==> config.mk <==
export PLATFORM = sky130hd
export DESIGN_NAME = slpc_top
export DESIGN_NICKNAME = d
export VERILOG_FILES = /design/src/hdl/slpc_pkg.sv /design/src/hdl/slpc_axil.sv /design/src/hdl/slpc_phy_pd.sv /design/src/hdl/slpc_top.sv
export VERILOG_INCLUDE_DIRS = /design/src /design/src/hdl
export SDC_FILE = /design/constraint.sdc
export NUM_CORES = 1
export LEC_CHECK = 0
export BUFFER_PORTS_ARGS = -buffer_cell sky130_fd_sc_hd__buf_2
export CAP_MARGIN = 5
export CORE_MARGIN = 2
export CORE_UTILIZATION = 60
export DETAILED_ROUTE_END_ITERATION = 16
export PLACE_DENSITY = 0.94
export SETUP_SLACK_MARGIN = 0.05
export SYNTH_ARGS = -nofsm -noshare
export SYNTH_HDL_FRONTEND = slang
export SYNTH_HIERARCHICAL = 1
export SYNTH_SLANG_ARGS = --single-unit
==> constraint.sdc <==
create_clock -name clk -period 6.35 [get_ports clk]
set_clock_uncertainty 0.2 [all_clocks]
set_input_delay 0.3175 -clock clk [delete_from_list [all_inputs] [get_ports clk]]
set_output_delay 0.3175 -clock clk [all_outputs]
set_load 0.02 [all_outputs]
==> src/hdl/slpc_regs.svh <==
// Register offsets, field positions, reset values and timing counts
`ifndef SLPC_REGS_SVH
`define SLPC_REGS_SVH
`define SLPC_A_CTRL 8'h00
`define SLPC_A_STAT 8'h04
`define SLPC_A_ISR 8'h08
`define SLPC_A_IMR 8'h0c
`define SLPC_A_CCC 8'h10
`define SLPC_A_CCNT 8'h14
`define SLPC_C_PMEN 0
`define SLPC_C_SLREQ 1
`define SLPC_C_PAREQ 2
`define SLPC_C_SRST 3
`define SLPC_C_SUSP 4
`define SLPC_C_WAKE 5
`define SLPC_I_CCC 0
`define SLPC_I_DPS 1
`define SLPC_I_PMDONE 2
`define SLPC_I_PDDONE 3
`define SLPC_I_PDREF 4
`define SLPC_NIRQ 5
`define SLPC_CCC_EN 0
`define SLPC_CCC_THR_LSB 8
`define SLPC_ST_PM_LSB 4
`define SLPC_ST_PD_LSB 8
`define SLPC_IMR_RST 5'h00
`define SLPC_THR_RST 8'h00
`define SLPC_CLK_NS 50
`define SLPC_PD_STEP_NS 1000
`define SLPC_PD_STEP_CYC ((`SLPC_PD_STEP_NS + `SLPC_CLK_NS - 1) / `SLPC_CLK_NS)
`define SLPC_PM_TMO_NS 10000
`define SLPC_PM_TMO_CYC (`SLPC_PM_TMO_NS / `SLPC_CLK_NS)
`endif

==> src/hdl/slpc_pkg.sv <==
// Types and helpers shared by the link power control block
`include "slpc_regs.svh"
package slpc_pkg;
	typedef enum logic [2:0] {
		PR_SYNC, PR_XRDY, PR_RRDY, PR_PMACK, PR_PMNAK, PR_PMREQ_P, PR_PMREQ_S
	} slpc_prim_e;
	typedef enum logic [1:0] {PM_NONE, PM_PARTIAL, PM_SLUMBER} slpc_pm_e;
	typedef enum logic [2:0] {L_IDLE, L_TX, L_RX, L_PMREQ, L_PM} slpc_link_e;
	typedef enum logic [2:0] {
		PD_ON, PD_RX, PD_TX, PD_MPLL, PD_GATE, PD_OFF
	} slpc_pd_e;
	// Primitives seen on the receive side, sampled as levels every cycle
	typedef struct packed {
		logic xrdy;
		logic pmreq_p;
		logic pmreq_s;
		logic pmack;
		logic pmnak;
		logic wake;
		logic dvalid;
	} slpc_rx_s;
	typedef struct packed {
		logic rx_pll;
		logic rx;
		logic tx;
		logic mpll;
		logic main_pll_clock_gate;
		logic refclk_stop_ok;
	} slpc_phypd_s;
	typedef struct packed {
		logic [7:0] addr;
		logic [31:0] data;
		logic [3:0] strb;
		logic en;
	} slpc_wr_s;

	function automatic logic slpc_mapped(input logic [7:0] a);
		case (a)
			`SLPC_A_CTRL, `SLPC_A_STAT, `SLPC_A_ISR, `SLPC_A_IMR,
			`SLPC_A_CCC, `SLPC_A_CCNT: return 1'b1;
			default: return 1'b0;
		endcase
	endfunction : slpc_mapped

	function automatic logic [31:0] slpc_wmask(input logic [31:0] old,
		input logic [31:0] nw, input logic [3:0] strb);
		logic [31:0] r;
		r = old;
		for (int i = 0; i < 4; i++) begin
			if (strb[i]) begin
				r[i*8 +: 8] = nw[i*8 +: 8];
			end
		end
		return r;
	endfunction : slpc_wmask
endpackage : slpc_pkg

==> src/hdl/slpc_axil.sv <==
// AXI4-Lite slave front end: one write and one read in flight
`timescale 1ns/1ps
`default_nettype none
module slpc_axil (
	// Clock and reset
	input wire logic clk,
	input wire logic reset_n,
	// Write channels
	input wire logic awvalid,
	output logic awready,
	input wire logic [7:0] awaddr,
	input wire logic wvalid,
	output logic wready,
	input wire logic [31:0] wdata,
	input wire logic [3:0] wstrb,
	output logic bvalid,
	input wire logic bready,
	output logic [1:0] bresp,
	// Read channels
	input wire logic arvalid,
	output logic arready,
	input wire logic [7:0] araddr,
	output logic rvalid,
	input wire logic rready,
	output logic [31:0] rdata,
	output logic [1:0] rresp,
	// Register side
	output slpc_pkg::slpc_wr_s wr,
	output logic [7:0] rd_addr,
	input wire logic [31:0] rd_data
);
	typedef struct packed {
		logic aw_full;
		logic w_full;
		slpc_pkg::slpc_wr_s wr;
		logic awready;
		logic wready;
		logic bvalid;
		logic [1:0] bresp;
		logic arready;
		logic rvalid;
		logic [31:0] rdata;
		logic [1:0] rresp;
	} slpc_axil_s;
	slpc_axil_s s_q, s_d;

	always_comb begin
		s_d = s_q;
		s_d.wr.en = 1'b0;
		if (awvalid && s_q.awready) begin
			s_d.aw_full = 1'b1;
			s_d.wr.addr = awaddr;
		end
		if (wvalid && s_q.wready) begin
			s_d.w_full = 1'b1;
			s_d.wr.data = wdata;
			s_d.wr.strb = wstrb;
		end
		if (s_q.bvalid && bready) begin
			s_d.bvalid = 1'b0;
		end
		if (s_q.aw_full && s_q.w_full && !s_q.bvalid) begin
			s_d.wr.en = 1'b1;
			s_d.aw_full = 1'b0;
			s_d.w_full = 1'b0;
			s_d.bvalid = 1'b1;
			s_d.bresp = slpc_pkg::slpc_mapped(s_q.wr.addr) ? 2'h0 : 2'h2;
		end
		// Hold off new writes until the response has gone
		s_d.awready = !s_d.aw_full && !s_d.bvalid;
		s_d.wready = !s_d.w_full && !s_d.bvalid;
		if (arvalid && s_q.arready) begin
			s_d.arready = 1'b0;
			s_d.rvalid = 1'b1;
			s_d.rdata = rd_data;
			s_d.rresp = slpc_pkg::slpc_mapped(araddr) ? 2'h0 : 2'h2;
		end
		if (s_q.rvalid && rready) begin
			s_d.rvalid = 1'b0;
			s_d.arready = 1'b1;
		end
	end

	always_ff @(posedge clk or negedge reset_n) begin
		if (!reset_n) begin
			s_q <= '0;
			s_q.awready <= 1'b1;
			s_q.wready <= 1'b1;
			s_q.arready <= 1'b1;
		end else begin
			s_q <= s_d;
		end
	end

	assign awready = s_q.awready;
	assign wready = s_q.wready;
	assign bvalid = s_q.bvalid;
	assign bresp = s_q.bresp;
	assign arready = s_q.arready;
	assign rvalid = s_q.rvalid;
	assign rdata = s_q.rdata;
	assign rresp = s_q.rresp;
	assign wr = s_q.wr;
	assign rd_addr = araddr;
endmodule : slpc_axil
`default_nettype wire

==> src/hdl/slpc_phy_pd.sv <==
// Ordered PHY power-down sequencer ahead of reference clock stop
`timescale 1ns/1ps
`default_nettype none
`include "slpc_regs.svh"
module slpc_phy_pd (
	// Clock and reset
	input wire logic clk,
	input wire logic reset_n,
	// Requests
	input wire logic start,
	input wire logic release_req,
	input wire logic in_slumber,
	// Controls and events
	output slpc_pkg::slpc_phypd_s pd,
	output slpc_pkg::slpc_pd_e step,
	output logic done,
	output logic refused
);
	localparam int STEP = `SLPC_PD_STEP_CYC;
	typedef struct packed {
		slpc_pkg::slpc_pd_e st;
		logic [7:0] cnt;
		slpc_pkg::slpc_phypd_s pd;
		logic done;
		logic refused;
	} slpc_pdq_s;
	slpc_pdq_s s_q, s_d;

	always_comb begin
		s_d = s_q;
		s_d.done = 1'b0;
		s_d.refused = 1'b0;
		if (release_req) begin
			s_d.st = slpc_pkg::PD_ON;
			s_d.cnt = '0;
		end else begin
			case (s_q.st)
				slpc_pkg::PD_ON: begin
					if (start && in_slumber) begin
						s_d.st = slpc_pkg::PD_RX;
						s_d.cnt = '0;
					end else if (start) begin
						s_d.refused = 1'b1;
					end
				end
				slpc_pkg::PD_OFF: begin
				end
				default: begin
					if (s_q.cnt == 8'(STEP - 1)) begin
						s_d.cnt = '0;
						s_d.st = slpc_pkg::slpc_pd_e'(s_q.st + 3'h1);
						s_d.done = (s_q.st == slpc_pkg::PD_GATE);
					end else begin
						s_d.cnt = s_q.cnt + 8'h01;
					end
				end
			endcase
		end
		// Each stage keeps every earlier stage down
		s_d.pd.rx_pll = (s_d.st >= slpc_pkg::PD_RX);
		s_d.pd.rx = (s_d.st >= slpc_pkg::PD_RX);
		s_d.pd.tx = (s_d.st >= slpc_pkg::PD_TX);
		s_d.pd.mpll = (s_d.st >= slpc_pkg::PD_MPLL);
		s_d.pd.main_pll_clock_gate = (s_d.st >= slpc_pkg::PD_GATE);
		s_d.pd.refclk_stop_ok = (s_d.st == slpc_pkg::PD_OFF);
	end

	always_ff @(posedge clk or negedge reset_n) begin
		if (!reset_n) begin
			s_q <= '0;
		end else begin
			s_q <= s_d;
		end
	end

	assign pd = s_q.pd;
	assign step = s_q.st;
	assign done = s_q.done;
	assign refused = s_q.refused;
endmodule : slpc_phy_pd
`default_nettype wire

==> src/hdl/slpc_top.sv <==
// Link power control, completion coalescing and PHY power-down top
`timescale 1ns/1ps
`default_nettype none
`include "slpc_regs.svh"
module slpc_top (
	// Clock and reset
	input wire logic clk,
	input wire logic reset_n,
	// AXI4-Lite register bus
	input wire logic s_axi_awvalid,
	output logic s_axi_awready,
	input wire logic [7:0] s_axi_awaddr,
	input wire logic s_axi_wvalid,
	output logic s_axi_wready,
	input wire logic [31:0] s_axi_wdata,
	input wire logic [3:0] s_axi_wstrb,
	output logic s_axi_bvalid,
	input wire logic s_axi_bready,
	output logic [1:0] s_axi_bresp,
	input wire logic s_axi_arvalid,
	output logic s_axi_arready,
	input wire logic [7:0] s_axi_araddr,
	output logic s_axi_rvalid,
	input wire logic s_axi_rready,
	output logic [31:0] s_axi_rdata,
	output logic [1:0] s_axi_rresp,
	// Link layer
	input wire slpc_pkg::slpc_rx_s rx,
	input wire logic tx_data_rdy,
	output slpc_pkg::slpc_prim_e tx_prim,
	output logic rx_fis_accept,
	output logic phy_partial,
	output logic phy_slumber,
	// Command completions and PRD progress
	input wire logic ccc_done,
	input wire logic [4:0] ccc_num,
	input wire logic prd_load,
	input wire logic [21:0] prd_len,
	input wire logic xfer_valid,
	input wire logic [12:0] xfer_bytes,
	// DMA write response
	input wire logic wr_ack,
	output logic dma_wrresp,
	// PHY power-down
	output slpc_pkg::slpc_phypd_s phy_pd,
	// Interrupt
	output logic irq
);
	localparam int TMO = `SLPC_PM_TMO_CYC;
	typedef struct packed {
		slpc_pkg::slpc_link_e link;
		slpc_pkg::slpc_pm_e pm;
		slpc_pkg::slpc_pm_e req_mode;
		logic sw_req;
		logic [7:0] tmo;
		slpc_pkg::slpc_prim_e prim;
		logic phy_p;
		logic phy_s;
		logic srst;
		logic fis_acc;
		logic pm_en;
		logic susp;
		logic pd_start;
		logic ccc_en;
		logic [7:0] ccc_thr;
		logic [7:0] ccnt;
		logic [21:0] rem;
		logic armed;
		logic wr_prev;
		logic wrresp;
		logic [`SLPC_NIRQ-1:0] isr;
		logic [`SLPC_NIRQ-1:0] imr;
		logic irq;
	} slpc_top_s;
	slpc_top_s s_q, s_d;

	slpc_pkg::slpc_wr_s wr;
	logic [7:0] rd_addr;
	logic [31:0] rd_data;
	slpc_pkg::slpc_pd_e pd_step;
	logic pd_done;
	logic pd_refused;
	logic [8:0] ccc_sum;
	logic ccc_fold;
	logic dps_fire;

	// ----------------------------------------------------------------
	// Bus slave and power-down sequencer
	// ----------------------------------------------------------------
	slpc_axil u_axil (
		.clk(clk),
		.reset_n(reset_n),
		.awvalid(s_axi_awvalid),
		.awready(s_axi_awready),
		.awaddr(s_axi_awaddr),
		.wvalid(s_axi_wvalid),
		.wready(s_axi_wready),
		.wdata(s_axi_wdata),
		.wstrb(s_axi_wstrb),
		.bvalid(s_axi_bvalid),
		.bready(s_axi_bready),
		.bresp(s_axi_bresp),
		.arvalid(s_axi_arvalid),
		.arready(s_axi_arready),
		.araddr(s_axi_araddr),
		.rvalid(s_axi_rvalid),
		.rready(s_axi_rready),
		.rdata(s_axi_rdata),
		.rresp(s_axi_rresp),
		.wr(wr),
		.rd_addr(rd_addr),
		.rd_data(rd_data)
	);

	slpc_phy_pd u_pd (
		.clk(clk),
		.reset_n(reset_n),
		.start(s_q.pd_start),
		.release_req(!s_q.susp),
		.in_slumber(s_q.phy_s),
		.pd(phy_pd),
		.step(pd_step),
		.done(pd_done),
		.refused(pd_refused)
	);

	// Completions in the clearing cycle are absorbed, never carried over
	assign ccc_sum = {1'b0, s_q.ccnt} + {4'h0, ccc_num};
	assign ccc_fold = s_q.ccc_en && ccc_done && (s_q.ccc_thr != 8'h00) &&
		(ccc_sum >= {1'b0, s_q.ccc_thr});
	assign dps_fire = s_q.armed && xfer_valid && !prd_load &&
		({9'h000, xfer_bytes} >= s_q.rem);

	// ----------------------------------------------------------------
	// Read mux
	// ----------------------------------------------------------------
	always_comb begin
		rd_data = 32'h0000_0000;
		case (rd_addr)
			`SLPC_A_CTRL: begin
				rd_data[`SLPC_C_PMEN] = s_q.pm_en;
				rd_data[`SLPC_C_SUSP] = s_q.susp;
			end
			`SLPC_A_STAT: begin
				rd_data[2:0] = s_q.link;
				rd_data[`SLPC_ST_PM_LSB +: 2] = s_q.pm;
				rd_data[`SLPC_ST_PD_LSB +: 3] = pd_step;
			end
			`SLPC_A_ISR: rd_data[`SLPC_NIRQ-1:0] = s_q.isr;
			`SLPC_A_IMR: rd_data[`SLPC_NIRQ-1:0] = s_q.imr;
			`SLPC_A_CCC: begin
				rd_data[`SLPC_CCC_EN] = s_q.ccc_en;
				rd_data[`SLPC_CCC_THR_LSB +: 8] = s_q.ccc_thr;
			end
			`SLPC_A_CCNT: rd_data[7:0] = s_q.ccnt;
			default: rd_data = 32'h0000_0000;
		endcase
	end

	// ----------------------------------------------------------------
	// Next state
	// ----------------------------------------------------------------
	always_comb begin
		logic [31:0] cv;
		logic [`SLPC_NIRQ-1:0] ev;
		logic [`SLPC_NIRQ-1:0] w1c;
		logic sw_wake;
		logic ack;
		logic nak;
		cv = 32'h0000_0000;
		ev = '0;
		w1c = '0;
		sw_wake = 1'b0;
		ack = 1'b0;
		nak = 1'b0;
		s_d = s_q;
		s_d.srst = 1'b0;
		s_d.pd_start = 1'b0;
		if (wr.en && wr.addr == `SLPC_A_CTRL) begin
			sw_wake = wr.data[`SLPC_C_WAKE] && wr.strb[0];
		end

		// Link state machine; a soft reset always lands in idle
		if (s_q.srst) begin
			s_d.link = slpc_pkg::L_IDLE;
			s_d.pm = slpc_pkg::PM_NONE;
		end else begin
			case (s_q.link)
				slpc_pkg::L_IDLE: begin
					if (tx_data_rdy) begin
						s_d.link = slpc_pkg::L_TX;
					end else if (rx.xrdy) begin
						s_d.link = slpc_pkg::L_RX;
					end else if (rx.pmreq_p || rx.pmreq_s) begin
						if (s_q.pm_en) begin
							ack = 1'b1;
							s_d.link = slpc_pkg::L_PM;
							s_d.sw_req = 1'b0;
							// Drive Partial beats a pending Slumber
							s_d.pm = rx.pmreq_p ? slpc_pkg::PM_PARTIAL :
								slpc_pkg::PM_SLUMBER;
							ev[`SLPC_I_PMDONE] = 1'b1;
						end else begin
							nak = 1'b1;
						end
					end else if (s_q.sw_req) begin
						s_d.sw_req = 1'b0;
						s_d.tmo = 8'h00;
						if (s_q.pm_en) begin
							s_d.link = slpc_pkg::L_PMREQ;
						end
					end
				end
				slpc_pkg::L_TX: begin
					if (!tx_data_rdy) begin
						s_d.link = slpc_pkg::L_IDLE;
					end
				end
				slpc_pkg::L_RX: begin
					if (!rx.xrdy) begin
						s_d.link = slpc_pkg::L_IDLE;
					end
				end
				slpc_pkg::L_PMREQ: begin
					s_d.tmo = s_q.tmo + 8'h01;
					if (rx.pmack) begin
						s_d.link = slpc_pkg::L_PM;
						s_d.pm = s_q.req_mode;
						ev[`SLPC_I_PMDONE] = 1'b1;
					end else if (rx.xrdy) begin
						s_d.link = slpc_pkg::L_RX;
					end else if (rx.pmnak || s_q.tmo == 8'(TMO - 1)) begin
						s_d.link = slpc_pkg::L_IDLE;
					end
				end
				slpc_pkg::L_PM: begin
					if (rx.wake || sw_wake || tx_data_rdy) begin
						s_d.link = slpc_pkg::L_IDLE;
						s_d.pm = slpc_pkg::PM_NONE;
					end
				end
				default: s_d.link = slpc_pkg::L_IDLE;
			endcase
		end
		case (s_d.link)
			slpc_pkg::L_TX: s_d.prim = slpc_pkg::PR_XRDY;
			slpc_pkg::L_RX: s_d.prim = slpc_pkg::PR_RRDY;
			slpc_pkg::L_PMREQ: s_d.prim =
				(s_d.req_mode == slpc_pkg::PM_PARTIAL) ?
				slpc_pkg::PR_PMREQ_P : slpc_pkg::PR_PMREQ_S;
			default: s_d.prim = slpc_pkg::PR_SYNC;
		endcase
		if (ack) begin
			s_d.prim = slpc_pkg::PR_PMACK;
		end else if (nak) begin
			s_d.prim = slpc_pkg::PR_PMNAK;
		end
		// One mode field drives both requests, so they exclude each other
		s_d.phy_p = (s_d.link == slpc_pkg::L_PM) &&
			(s_d.pm == slpc_pkg::PM_PARTIAL);
		s_d.phy_s = (s_d.link == slpc_pkg::L_PM) &&
			(s_d.pm == slpc_pkg::PM_SLUMBER);
		// Data of a FIS that meets the soft reset is dropped
		s_d.fis_acc = rx.dvalid && !s_q.srst && !s_d.srst;

		// Register writes
		if (wr.en) begin
			case (wr.addr)
				`SLPC_A_CTRL: begin
					cv = slpc_pkg::slpc_wmask(32'h0000_0000, wr.data, wr.strb);
					cv[`SLPC_C_PMEN] = wr.strb[0] ? wr.data[`SLPC_C_PMEN] : s_q.pm_en;
					cv[`SLPC_C_SUSP] = wr.strb[0] ? wr.data[`SLPC_C_SUSP] : s_q.susp;
					s_d.pm_en = cv[`SLPC_C_PMEN];
					s_d.susp = cv[`SLPC_C_SUSP];
					s_d.pd_start = cv[`SLPC_C_SUSP] && !s_q.susp;
					s_d.srst = cv[`SLPC_C_SRST];
					if (cv[`SLPC_C_SLREQ] || cv[`SLPC_C_PAREQ]) begin
						s_d.sw_req = 1'b1;
						s_d.req_mode = cv[`SLPC_C_PAREQ] ?
							slpc_pkg::PM_PARTIAL : slpc_pkg::PM_SLUMBER;
					end
				end
				`SLPC_A_ISR: w1c = wr.data[`SLPC_NIRQ-1:0] & {`SLPC_NIRQ{wr.strb[0]}};
				`SLPC_A_IMR: begin
					if (wr.strb[0]) begin
						s_d.imr = wr.data[`SLPC_NIRQ-1:0];
					end
				end
				`SLPC_A_CCC: begin
					cv = slpc_pkg::slpc_wmask({16'h0000, s_q.ccc_thr,
						7'h00, s_q.ccc_en}, wr.data, wr.strb);
					s_d.ccc_en = cv[`SLPC_CCC_EN];
					s_d.ccc_thr = cv[`SLPC_CCC_THR_LSB +: 8];
				end
				default: begin
				end
			endcase
		end

		// Completion coalescing
		if (!s_q.ccc_en) begin
			s_d.ccnt = 8'h00;
		end else if (ccc_fold) begin
			s_d.ccnt = 8'h00;
			ev[`SLPC_I_CCC] = 1'b1;
		end else if (ccc_done) begin
			s_d.ccnt = ccc_sum[7:0];
		end

		// PRD progress: done only when its byte count runs out
		if (prd_load) begin
			s_d.rem = prd_len;
			s_d.armed = 1'b1;
		end else if (dps_fire) begin
			s_d.rem = 22'h000000;
			s_d.armed = 1'b0;
			ev[`SLPC_I_DPS] = 1'b1;
		end else if (s_q.armed && xfer_valid) begin
			s_d.rem = s_q.rem - {9'h000, xfer_bytes};
		end

		// A stretched acknowledge still yields a single response
		s_d.wr_prev = wr_ack;
		s_d.wrresp = wr_ack && !s_q.wr_prev;

		ev[`SLPC_I_PDDONE] = pd_done;
		ev[`SLPC_I_PDREF] = pd_refused;
		s_d.isr = (s_q.isr & ~w1c) | ev;
		s_d.irq = |(s_d.isr & s_d.imr);
	end

	always_ff @(posedge clk or negedge reset_n) begin
		if (!reset_n) begin
			s_q <= '0;
			s_q.imr <= `SLPC_IMR_RST;
			s_q.ccc_thr <= `SLPC_THR_RST;
		end else begin
			s_q <= s_d;
		end
	end

	assign tx_prim = s_q.prim;
	assign rx_fis_accept = s_q.fis_acc;
	assign phy_partial = s_q.phy_p;
	assign phy_slumber = s_q.phy_s;
	assign dma_wrresp = s_q.wrresp;
	assign irq = s_q.irq;
endmodule : slpc_top
`default_nettype wire

==> run summary, run 1 <==
GR Util All Layers - 0.2767
Critical path type - reg -> reg
Count of unresolved DRC violations after routing - 0
Drt total wl - 21.88 mm
Floorplan die width - 126.8 um
# Max-Cap Violations - 0
Number of vias per cell after detailed routing - 5.989
Number of cells on the worst reg-to-reg path - 14
GR Overflow Total - 0
DIE AREA - 16080 um^2
Final Hold Fails - 0
Actual slew at the worst max-slew pin - 1004 ps
Worst setup EP type - register
Crit path arrival time - 3930 ps
Worst-case hold path end point - s_q[6]
Min cycle time layout - 3764 ps
I/O pin cnt - 166
Share of power burned in combinational logic - 0.264
FF-to-FF End - s_q[41]
First drt pass iteration count - 7
Vias in the first global route - 7184
Nature of the critical path startpoint - register
Non-filler cells, final - 1180
Post-Synthesis Cell Area - 9047 um^2
Final setup violating endpoints - 0
Share of final-layout standard cells stronger than drive strength 1 - 0.2751
Count of standard-cell rows - 44
Design Area, Final - 10550 um^2
Antenna violations before repair - 0
Number of placed cells counting well taps - 1092
Data required time of the worst path - 6510 ps
CTS tree - yes
Worst slew margin - 0.3307
Post-route clock period utilization - 0.5928
Antenna diode instance count - 0
Clock tree buffer depth - 2
Routed wire per std cell - 18.54 um
Reg power frac - 0.415
Final Wtd Congestion - 0.8942
Core Util, Final - 0.7202
Wire length of the first global-routing pass - 35.14 mm
Initial Util - 0.6178
TritonCTS Buffers - 17
Launch instance of the worst register-to-register path - s_q[36]
Worst-case register-to-register setup slack - 2590 ps
Routed vias - 7067
Clock latency of the later-clocked register in the worst-skew pair - 440 ps
Sum Neg Setup Slack - 0 ps
Hold path cells - 2
Peak supply drop - 0.1911 mV
Placed Area - 9311 um^2
Outcome - finished clean
Leakage - 5.200 nW
Switching portion of total power - 0.3219
Overall power of the completed layout - 3.621 mW
Number of instances in the synthesized netlist - 853
Filler cell count - 946
Avg Cell Area, Syn - 10.61 um^2
Count of buffers inserted at the top-level ports - 143
Post-DRT Antenna Nets - 0
Met1 demand-to-capacity share in global routing - 0.3319
Root Buffer Master - sky130_fd_sc_hd__clkbuf_16
Clock share of power - 0.321
Yosys warning count - 6
Initial DRC count - 649
M2 GR Usage - 0.4750
Maximum number of pins on one net before global-route repair - 85
Design internal power - 2.455 mW
Clk slew on worst S/H paths - 70 ps
Placed wire-length estimate - 13.88 mm
Critical path peak fanout - 8
Power Dens Cells - 343.3 nW/um^2
Area inside the core boundary - 14640 um^2
Fmax - 265.7 MHz
Max-slew violation count - 0
Switching power - 1.166 mW
Met3 usage - 0.06959
Die boundary height - 126.8 um
Area growth from synthesis to final layout - 16.57%
Setup repair after global routing missed its margin - no
Nets - 1127
Worst hold path class - in -> reg
Hold Path Origin - ccc_done
Clock Sinks - 163
Most crowded layer after global routing - met2
Htree depth - 4
## routing by layer
layer  wire length (um)  part of all wire
met1               8701              0.40
met5                  0                 0
met4                734             0.034
met3               1569             0.072
met2              10880              0.50
## stage by stage
step / setup WS, ps / hold slack, ps
finish: 2586 / 16.95
detailed placement: 2664 / 192.0
floorplan: 3214 / -178.1
CTS: 2639 / 9.360
global route: 2345 / 16.25
global placement: 2825 / 185.3
## critical path: stages, from the launching register on
cell and delay [ps]:
sky130_fd_sc_hd__dfrtp_1 430, sky130_fd_sc_hd__ha_1 230, sky130_fd_sc_hd__fa_1 440, sky130_fd_sc_hd__a211oi_1 380
sky130_fd_sc_hd__o21bai_1 180, sky130_fd_sc_hd__nand2_1 130, sky130_fd_sc_hd__xnor2_1 140, sky130_fd_sc_hd__ha_1 270
sky130_fd_sc_hd__a21oi_1 110, sky130_fd_sc_hd__o21ai_0 90, sky130_fd_sc_hd__a21oi_1 150, sky130_fd_sc_hd__o2bb2ai_1 170
sky130_fd_sc_hd__nor2_1 470, sky130_fd_sc_hd__a21oi_1 140, sky130_fd_sc_hd__o21ai_0 170
## cell usage in the layout (no fill, tap or decap), types with 4 or more instances in the layout
cell type and n:
sky130_fd_sc_hd__a211oi_1 4, sky130_fd_sc_hd__a21o_1 13, sky130_fd_sc_hd__a21oi_1 30, sky130_fd_sc_hd__a221o_1 9, sky130_fd_sc_hd__a22o_1 14, sky130_fd_sc_hd__a22oi_1 22, sky130_fd_sc_hd__and3_1 14, sky130_fd_sc_hd__buf_2 142
sky130_fd_sc_hd__bufinv_16 5, sky130_fd_sc_hd__clkbuf_16 17, sky130_fd_sc_hd__conb_1 18, sky130_fd_sc_hd__dfrtp_1 160, sky130_fd_sc_hd__dlygate4sd3_1 56, sky130_fd_sc_hd__ha_1 31, sky130_fd_sc_hd__inv_1 39, sky130_fd_sc_hd__mux2_2 61
sky130_fd_sc_hd__mux2_4 12, sky130_fd_sc_hd__mux2i_1 8, sky130_fd_sc_hd__nand2_1 57, sky130_fd_sc_hd__nand3_1 15, sky130_fd_sc_hd__nand4_1 8, sky130_fd_sc_hd__nor2_1 42, sky130_fd_sc_hd__nor2b_1 13, sky130_fd_sc_hd__nor3_1 20
sky130_fd_sc_hd__nor3b_1 7, sky130_fd_sc_hd__nor4_1 9, sky130_fd_sc_hd__o2111ai_1 4, sky130_fd_sc_hd__o21a_1 4, sky130_fd_sc_hd__o21ai_0 49, sky130_fd_sc_hd__o21bai_1 6, sky130_fd_sc_hd__or2_2 4, sky130_fd_sc_hd__or3_1 4
sky130_fd_sc_hd__xnor2_1 11, sky130_fd_sc_hd__xor2_1 17
## sequential cells by signal, indices dropped and copies added, names as in the netlist, 2 cells and up
| signal | count |
|---|---|
| u_axil/wr | 25 |
| u_pd/s_q | 8 |
| u_pd/pd | 5 |
| tx_prim | 3 |
| s_q | 71 |
| u_pd/step | 3 |
| u_axil/s_q | 2 |
| u_axil/rdata | 32 |
## worst max path at each step
stage               slack (ps)  depth (start not counted)        from  endpoint
CTS                       2640                         14     s_q[36]   s_q[41]
global route              2350                         14     s_q[36]   s_q[41]
global placement          2830                         15  ccc_num[0]   s_q[41]
finish                    2590                         14     s_q[36]   s_q[41]
floorplan                 3210                         14     s_q[36]   s_q[41]
detailed placement        2660                         15  ccc_num[0]   s_q[41]
## area by class of cell
type                    count  area, um^2  area share
clock buffers              19       452.9     0.04295
clock inverters            13       221.5     0.02100
inverters                  39       146.4     0.01388
multi-input cells         561        4115      0.3902
flip-flops and latches    163        4083      0.3871
well taps                 184       230.2     0.02183
repair buffers            201        1297      0.1230
## power groups by stage
stage / registers, mW / logic, mW / clock network, mW
2_1_floorplan: 1.44 / 0.893 / 0
3_3_place_gp: 1.48 / 0.863 / 0
3_5_place_dp: 1.50 / 0.893 / 0
4_1_cts: 1.49 / 0.933 / 1.17
5_1_grt: 1.53 / 1.04 / 1.22
6_report: 1.50 / 0.954 / 1.16
## repair_timing
| action | 4_1_cts | 5_1_grt |
|---|---|---|
| endpoints found under the setup margin | 0 | 0 |
| setup buffers | 0 | 0 |
| hold buffers | 56 | 0 |
| gates resized for setup | 0 | 0 |
| endpoints found under the hold margin | 135 | 0 |
No activity file was read; power rests on OpenSTA's default activity.
==> run 2: changes to the inputs <==
--- a/config.mk
+++ b/config.mk
@@ -6,12 +6,13 @@
 export SDC_FILE = /design/constraint.sdc
 export NUM_CORES = 1
 export LEC_CHECK = 0
+export ABC_AREA = 1
 export BUFFER_PORTS_ARGS = -buffer_cell sky130_fd_sc_hd__buf_2
 export CAP_MARGIN = 5
 export CORE_MARGIN = 2
-export CORE_UTILIZATION = 60
+export CORE_UTILIZATION = 53
 export DETAILED_ROUTE_END_ITERATION = 16
-export PLACE_DENSITY = 0.94
+export PLACE_DENSITY = 0.88
 export SETUP_SLACK_MARGIN = 0.05
 export SYNTH_ARGS = -nofsm -noshare
 export SYNTH_HDL_FRONTEND = slang
==> constraint.sdc (replaced) <==
create_clock -name clk -period 3.3 [get_ports clk]
set_clock_uncertainty 0.2 [all_clocks]
set_input_delay 0.165 -clock clk [delete_from_list [all_inputs] [get_ports clk]]
set_output_delay 0.165 -clock clk [all_outputs]
set_load 0.02 [all_outputs]
==> run 2 against run 1 <==
Hold slack improved by 11 ps. Wire length increased by 16%. Largest cell class unchanged. Total power increased by 100%. Critical path type is now in -> reg. Synthesized cell count increased by 50%.
==> run summary, run 2 <==
Number of vias per cell after detailed routing - 5.303
Final Hold Fails - 0
Yosys warning count - 6
Drt total wl - 25.31 mm
CTS tree - yes
Slowest cell on the critical path - sky130_fd_sc_hd__dlygate4sd3_1
Initial DRC count - 731
Overall power of the completed layout - 7.281 mW
Routed vias - 9057
Number of instances in the synthesized netlist - 1279
Count of unresolved DRC violations after routing - 0
Most frequent cells in the layout - sky130_fd_sc_hd__nand2_1, sky130_fd_sc_hd__dfrtp_1, sky130_fd_sc_hd__inv_1, sky130_fd_sc_hd__buf_2, sky130_fd_sc_hd__dlygate4sd3_1
Initial Util - 0.5354
Worst-case hold path end point - s_q[71]
Vias in the first global route - 8676
Avg Cell Area, Syn - 7.778 um^2
Worst hold path class - in -> reg
Sum Neg Setup Slack - 0 ps
# Max-Cap Violations - 0
Worst setup EP type - register
Power Dens Cells - 606.3 nW/um^2
Filler cell count - 1441
Antenna diode instance count - 0
Data required time of the worst path - 3410 ps
Clock tree buffer depth - 2
Nature of the critical path startpoint - input pin
Placed wire-length estimate - 16.38 mm
Root Buffer Master - sky130_fd_sc_hd__clkbuf_16
Area inside the core boundary - 18580 um^2
Post-DRT Antenna Nets - 0
FF-to-FF End - s_q[42]
Final setup violating endpoints - 0
Crit path arrival time - 3280 ps
Actual slew at the worst max-slew pin - 757.8 ps
Longest individual stage delay on the worst path - 530 ps
Post-Synthesis Cell Area - 9948 um^2
Count of standard-cell rows - 50
Post-route clock period utilization - 0.9602
Routed wire per std cell - 14.82 um
Launch instance of the worst register-to-register path - s_q[36]
Area growth from synthesis to final layout - 20.71%
Nets - 1605
GR Util All Layers - 0.2541
Wire length of the first global-routing pass - 40.78 mm
Cell repeated most along the worst path - sky130_fd_sc_hd__nand2_1
Maximum number of pins on one net before global-route repair - 79
Die boundary height - 141.0 um
Outcome - finished clean
Setup repair after global routing missed its margin - no
Critical path type - in -> reg
Final Wtd Congestion - 0.9290
Antenna violations before repair - 0
Worst slew margin - 0.4948
Min cycle time layout - 3169 ps
Hold Path Origin - rx[4]
TritonCTS Buffers - 17
Peak supply drop - 0.4369 mV
Clock Sinks - 163
Floorplan die width - 141.0 um
Flip-flop count of the largest register, all copies and words added - 71
Htree depth - 4
Hold path cells - 5
First drt pass iteration count - 6
Fmax - 315.6 MHz
Clock latency of the later-clocked register in the worst-skew pair - 440 ps
Register with the highest flop count - s_q
GR Overflow Total - 0
Max-slew violation count - 0
Leakage - 6.346 nW
Clk slew on worst S/H paths - 70 ps
Number of cells on the worst reg-to-reg path - 18
DIE AREA - 19880 um^2
Count of buffers inserted at the top-level ports - 143
Worst-case register-to-register setup slack - 140 ps
I/O pin cnt - 166
CP cell instances - dlygate4sd3_1 > buf_2 > ha_2 > fa_2 > nand3_1 > nand2_2 > a21oi_1 > nor2_1 > xor2_1 > inv_1 > ha_1 > nand2_1 > inv_1 > nand2_1 > nand2_1 > nand2_1 > nand3_1 > nand2_4 > nand3_1 > o21ai_2
Critical path peak fanout - 9
Most frequent standard cell in the layout excluding fill and tap cells - sky130_fd_sc_hd__nand2_1
Share of final-layout standard cells stronger than drive strength 1 - 0.1893
run 2: cell count changes in the layout (fill, tap and decap cells not counted), sizes merged, moves of 8 or more:
| cell | before | now |
|---|---|---|
| nand2 | 59 | 430 |
| inv | 43 | 165 |
| nand3 | 15 | 83 |
| mux2 | 73 | 8 |
| nor2 | 42 | 87 |
| dlygate4sd3 | 56 | 100 |
| a22oi | 22 | 0 |
| a21o | 14 | 0 |
| and3 | 14 | 1 |
| nor2b | 13 | 0 |
| a21oi | 30 | 41 |
| o21bai | 6 | 17 |
| a221o | 9 | 0 |
| mux2i | 8 | 0 |
run 2: critical path, delay by kind of cell:
family / cells / cell delay, ps
adders and majority gates: 3 / 920
buffers and inverters: 4 / 830
AOI/OAI and AO/OA: 2 / 260
and+or+nand+nor: 10 / 960
xor gates and xnor gates: 1 / 140
run 2: layout make-up:
class / instances / area (um^2) / area share
multi-input cells: 872 / 4616 / 0.3844
inverters: 158 / 603.1 / 0.05022
clock inverters: 15 / 209.0 / 0.01740
clock buffers: 17 / 425.4 / 0.03542
repair buffers: 249 / 1780 / 0.1483
flip-flops and latches: 163 / 4083 / 0.3400
well taps: 234 / 292.8 / 0.02438
run 2: routing by layer:
layer	GRT usage	vias to the layer above	wire (um)
met5	0	-	0
met3	0.04654	77	1571
met2	0.4347	387	12290
li1	-	4353	-
met4	0.1079	0	878
met1	0.3173	4240	10570
run 2: what timing repair did:
item / in CTS / in global routing
pin swaps: 0 / 2
hold buffers: 100 / 0
setup endpoints to repair: 1 / 9
endpoints found under the hold margin: 141 / 0
buffers inserted: 0 / 2
gates resized for setup: 1 / 8
run 2: worst max-delay path by stage:
stage	depth (start not counted)	start	end	slack (ps)
after floorplan	19	s_q[36]	irq	550
after global placement	18	s_q[36]	s_q[42]	320
after detailed placement	19	s_q[36]	irq	270
after CTS	20	ccc_num[0]	s_q[42]	140
after global routing	21	ccc_num[0]	irq	20
final	20	ccc_num[0]	s_q[42]	130
run 2: power breakdown:
group          switching, mW  leakage [nW]  internal, mW
combinational           1.45          3.93         0.945
clock                  0.995         0.304          1.11
sequential             0.344          2.11          2.44
total                   2.79          6.35          4.49
run 2: through the flow:
stage | hold WS [ps] | worst slack [ps] | cells | cell area [um^2] | util
after floorplan | -330.6 | 551.4 | 1295 | 10010 | -
after global placement | 67.25 | 324.4 | 1574 | 10330 | 0.5562
after detailed placement | 70.09 | 270.5 | 1574 | 10330 | 0.5562
after CTS | 0.8674 | 136.3 | 1706 | 11970 | 0.6443
after global routing | 45.77 | 15.65 | 1708 | 12010 | 0.6463
final | 28.16 | 131.3 | 1708 | 12010 | 0.6463
==> run 3: changes to the inputs <==
--- a/config.mk
+++ b/config.mk
@@ -11,6 +11,7 @@
 export CAP_MARGIN = 5
 export CORE_MARGIN = 2
 export CORE_UTILIZATION = 53
+export CTS_BUF_LIST = sky130_fd_sc_hd__clkbuf_16
 export DETAILED_ROUTE_END_ITERATION = 16
 export PLACE_DENSITY = 0.88
 export SETUP_SLACK_MARGIN = 0.05
==> constraint.sdc (replaced) <==
create_clock -name clk -period 2.55 [get_ports clk]
set_clock_uncertainty 0.2 [all_clocks]
set_input_delay 0.1275 -clock clk [delete_from_list [all_inputs] [get_ports clk]]
set_output_delay 0.1275 -clock clk [all_outputs]
set_load 0.02 [all_outputs]
==> run 3 against run 2 <==
The run now ends with negative setup slack left. Cell count rose by 1.8%. Wire length rose by 2.2%. Global-route usage rose by 1.0 points. Die area did not move. First-iteration DRC count fell by 23%.
==> run summary, run 3 (synthesized netlist as in run 2, its figures left out) <==
Outcome - finished with violations
Failing checks - negative setup slack
I/O pin cnt - 166
Worst-case hold path end point - s_q[77]
Power Dens Cells - 757.5 nW/um^2
Critical path peak fanout - 5
Slowest cell on the critical path - sky130_fd_sc_hd__dfrtp_1
Root Buffer Master - sky130_fd_sc_hd__clkbuf_16
Number of vias per cell after detailed routing - 5.269
Most frequent cells in the layout - sky130_fd_sc_hd__nand2_1, sky130_fd_sc_hd__dfrtp_1, sky130_fd_sc_hd__inv_1, sky130_fd_sc_hd__buf_2, sky130_fd_sc_hd__dlygate4sd3_1
Area inside the core boundary - 18580 um^2
Antenna violations before repair - 2
Most frequent standard cell in the layout excluding fill and tap cells - sky130_fd_sc_hd__nand2_1
Vias in the first global route - 9073
Area growth from synthesis to final layout - 23.91%
Count of standard-cell rows - 50
Placed wire-length estimate - 16.90 mm
Data required time of the worst path - 2650 ps
Routed wire per std cell - 14.88 um
Clock latency of the later-clocked register in the worst-skew pair - 430 ps
Post-route clock period utilization - 1.114
Design Area, Final - 12330 um^2
Setup repair after global routing missed its margin - yes
Final Hold Fails - 0
Min cycle time layout - 2842 ps
Flip-flop count of the largest register, all copies and words added - 71
Critical path type - reg -> reg
GR Util All Layers - 0.2646
Fmax - 351.9 MHz
Count of buffers inserted at the top-level ports - 143
Placed Area - 10490 um^2
Wire length of the first global-routing pass - 42.48 mm
CP cell instances - ha_4 > fa_2 > nand3_2 > nand2_4 > xnor2_1 > inv_1 > ha_4 > nand2_2 > nor2_2 > nand2_1 > nand3_2 > nand2_1 > nand2_1 > nand2_1 > nand3_2 > nand2_4 > nand3_2 > o21ai_0
Longest individual stage delay on the worst path - 410 ps
Post-DRT Antenna Nets - 0
Non-filler cells, final - 1739
Max-slew violation count - 0
Number of cells on the worst reg-to-reg path - 18
Launch instance of the worst register-to-register path - s_q[36]
Clk slew on worst S/H paths - 80 ps
Initial Util - 0.5354
Floorplan die width - 141.0 um
TritonCTS Buffers - 17
Share of final-layout standard cells stronger than drive strength 1 - 0.2149
Clock Sinks - 163
FF-to-FF End - s_q[43]
Crit path setup slack, layout - -291.5 ps
Actual slew at the worst max-slew pin - 709.1 ps
Worst slew margin - 0.5273
Peak supply drop - 0.5561 mV
Final Wtd Congestion - 0.8870
First drt pass iteration count - 5
Final setup violating endpoints - 10
Leakage - 6.467 nW
Crit path arrival time - 2940 ps
Worst hold path class - in -> reg
GR Overflow Total - 0
Nature of the critical path startpoint - register
Worst-case register-to-register setup slack - -290 ps
Hold path cells - 6
Maximum number of pins on one net before global-route repair - 73
Filler cell count - 1442
Number of placed cells counting well taps - 1591
Sum Neg Setup Slack - -2423 ps
# Max-Cap Violations - 0
Routed vias - 9162
Die boundary height - 141.0 um
Initial DRC count - 563
Count of unresolved DRC violations after routing - 0
Htree depth - 4
Register with the highest flop count - s_q
DIE AREA - 19880 um^2
Nets - 1634
CTS tree - yes
Drt total wl - 25.88 mm
Hold Path Origin - tx_data_rdy
Clock tree buffer depth - 2
Worst setup EP type - register
[run 3: changes by cell type in the layout (fill, tap and decap cells not counted), sizes merged]
cell         before  now
buf             149  169
bufinv            1    0
clkinv            6    4
clkinvlp          1    3
diode             0    2
dlygate4sd3     100  108
inv             165  166
nand2           430  431
[run 3: power by group]
part	internal [mW]	switching [mW]	leakage (nW)	total (mW)
registers	3.15	0.442	2.11	3.60
clock network	1.32	1.23	0.280	2.55
logic	1.27	1.92	4.08	3.20
[run 3: stage by stage]
| step | util | setup slack (ps) | power (mW) | hold WS [ps] |
|---|---|---|---|---|
| 2_1_floorplan | - | -48.13 | 5.949 | -368.1 |
| 3_3_place_gp | 0.5645 | -217.7 | 6.156 | -0.05274 |
| 3_5_place_dp | 0.5645 | -269.9 | 6.262 | -1.404 |
| 4_1_cts | 0.6601 | -292.1 | 9.250 | 6.045 |
| 5_1_grt | 0.6634 | -408.7 | 9.904 | 52.13 |
| 6_report | 0.6634 | -291.5 | 9.338 | 33.46 |
[run 3: cell type report]
cell class                      count  area [um^2]  share of cell area
Timing Repair Buffer              277         2023              0.1641
Inverter                          158        603.1             0.04892
Clock inverter                     15        163.9             0.01330
Sequential cell                   163         4083              0.3312
Tap cell                          234        292.8             0.02375
Antenna cell                        2        5.005           0.0004060
Clock buffer                       17        425.4             0.03451
Multi-Input combinational cell    873         4731              0.3838
[run 3: repair_timing]
action | CTS | global route
pin swaps | 9 | 9
buffers inserted | 3 | 2
setup endpoints to repair | 10 | 35
gates resized for setup | 18 | 16
cloned | 1 | 0
endpoints found under the hold margin | 140 | 0
hold buffers | 108 | 0
[run 3: worst max path at each step]
stage | startpoint | to | slack (ps)
final | s_q[36] | s_q[43] | -290
after global routing | s_q[36] | irq | -410
after CTS | s_q[36] | irq | -290
after detailed placement | s_q[36] | irq | -270
after global placement | s_q[36] | irq | -220
after floorplan | s_q[36] | irq | -50
[run 3: worst max-delay path: cells and delay by family, from the launching register on]
family	cells	cell delay (ps)
DFF	1	410
and+or+nand+nor	12	920
xor gates and xnor gates	1	140
buffers and inverters	1	110
AOI/OAI and AO/OA	1	90
adders and majority gates	3	810
[run 3: metal layers]
layer  GRT usage  up-vias  routed length (um)
met1      0.3278     4265               10640
met4      0.1426        0                1224
met5           0        -                   0
li1            -     4413                   -
met2      0.4393      389               12490
met3     0.05095       95                1522
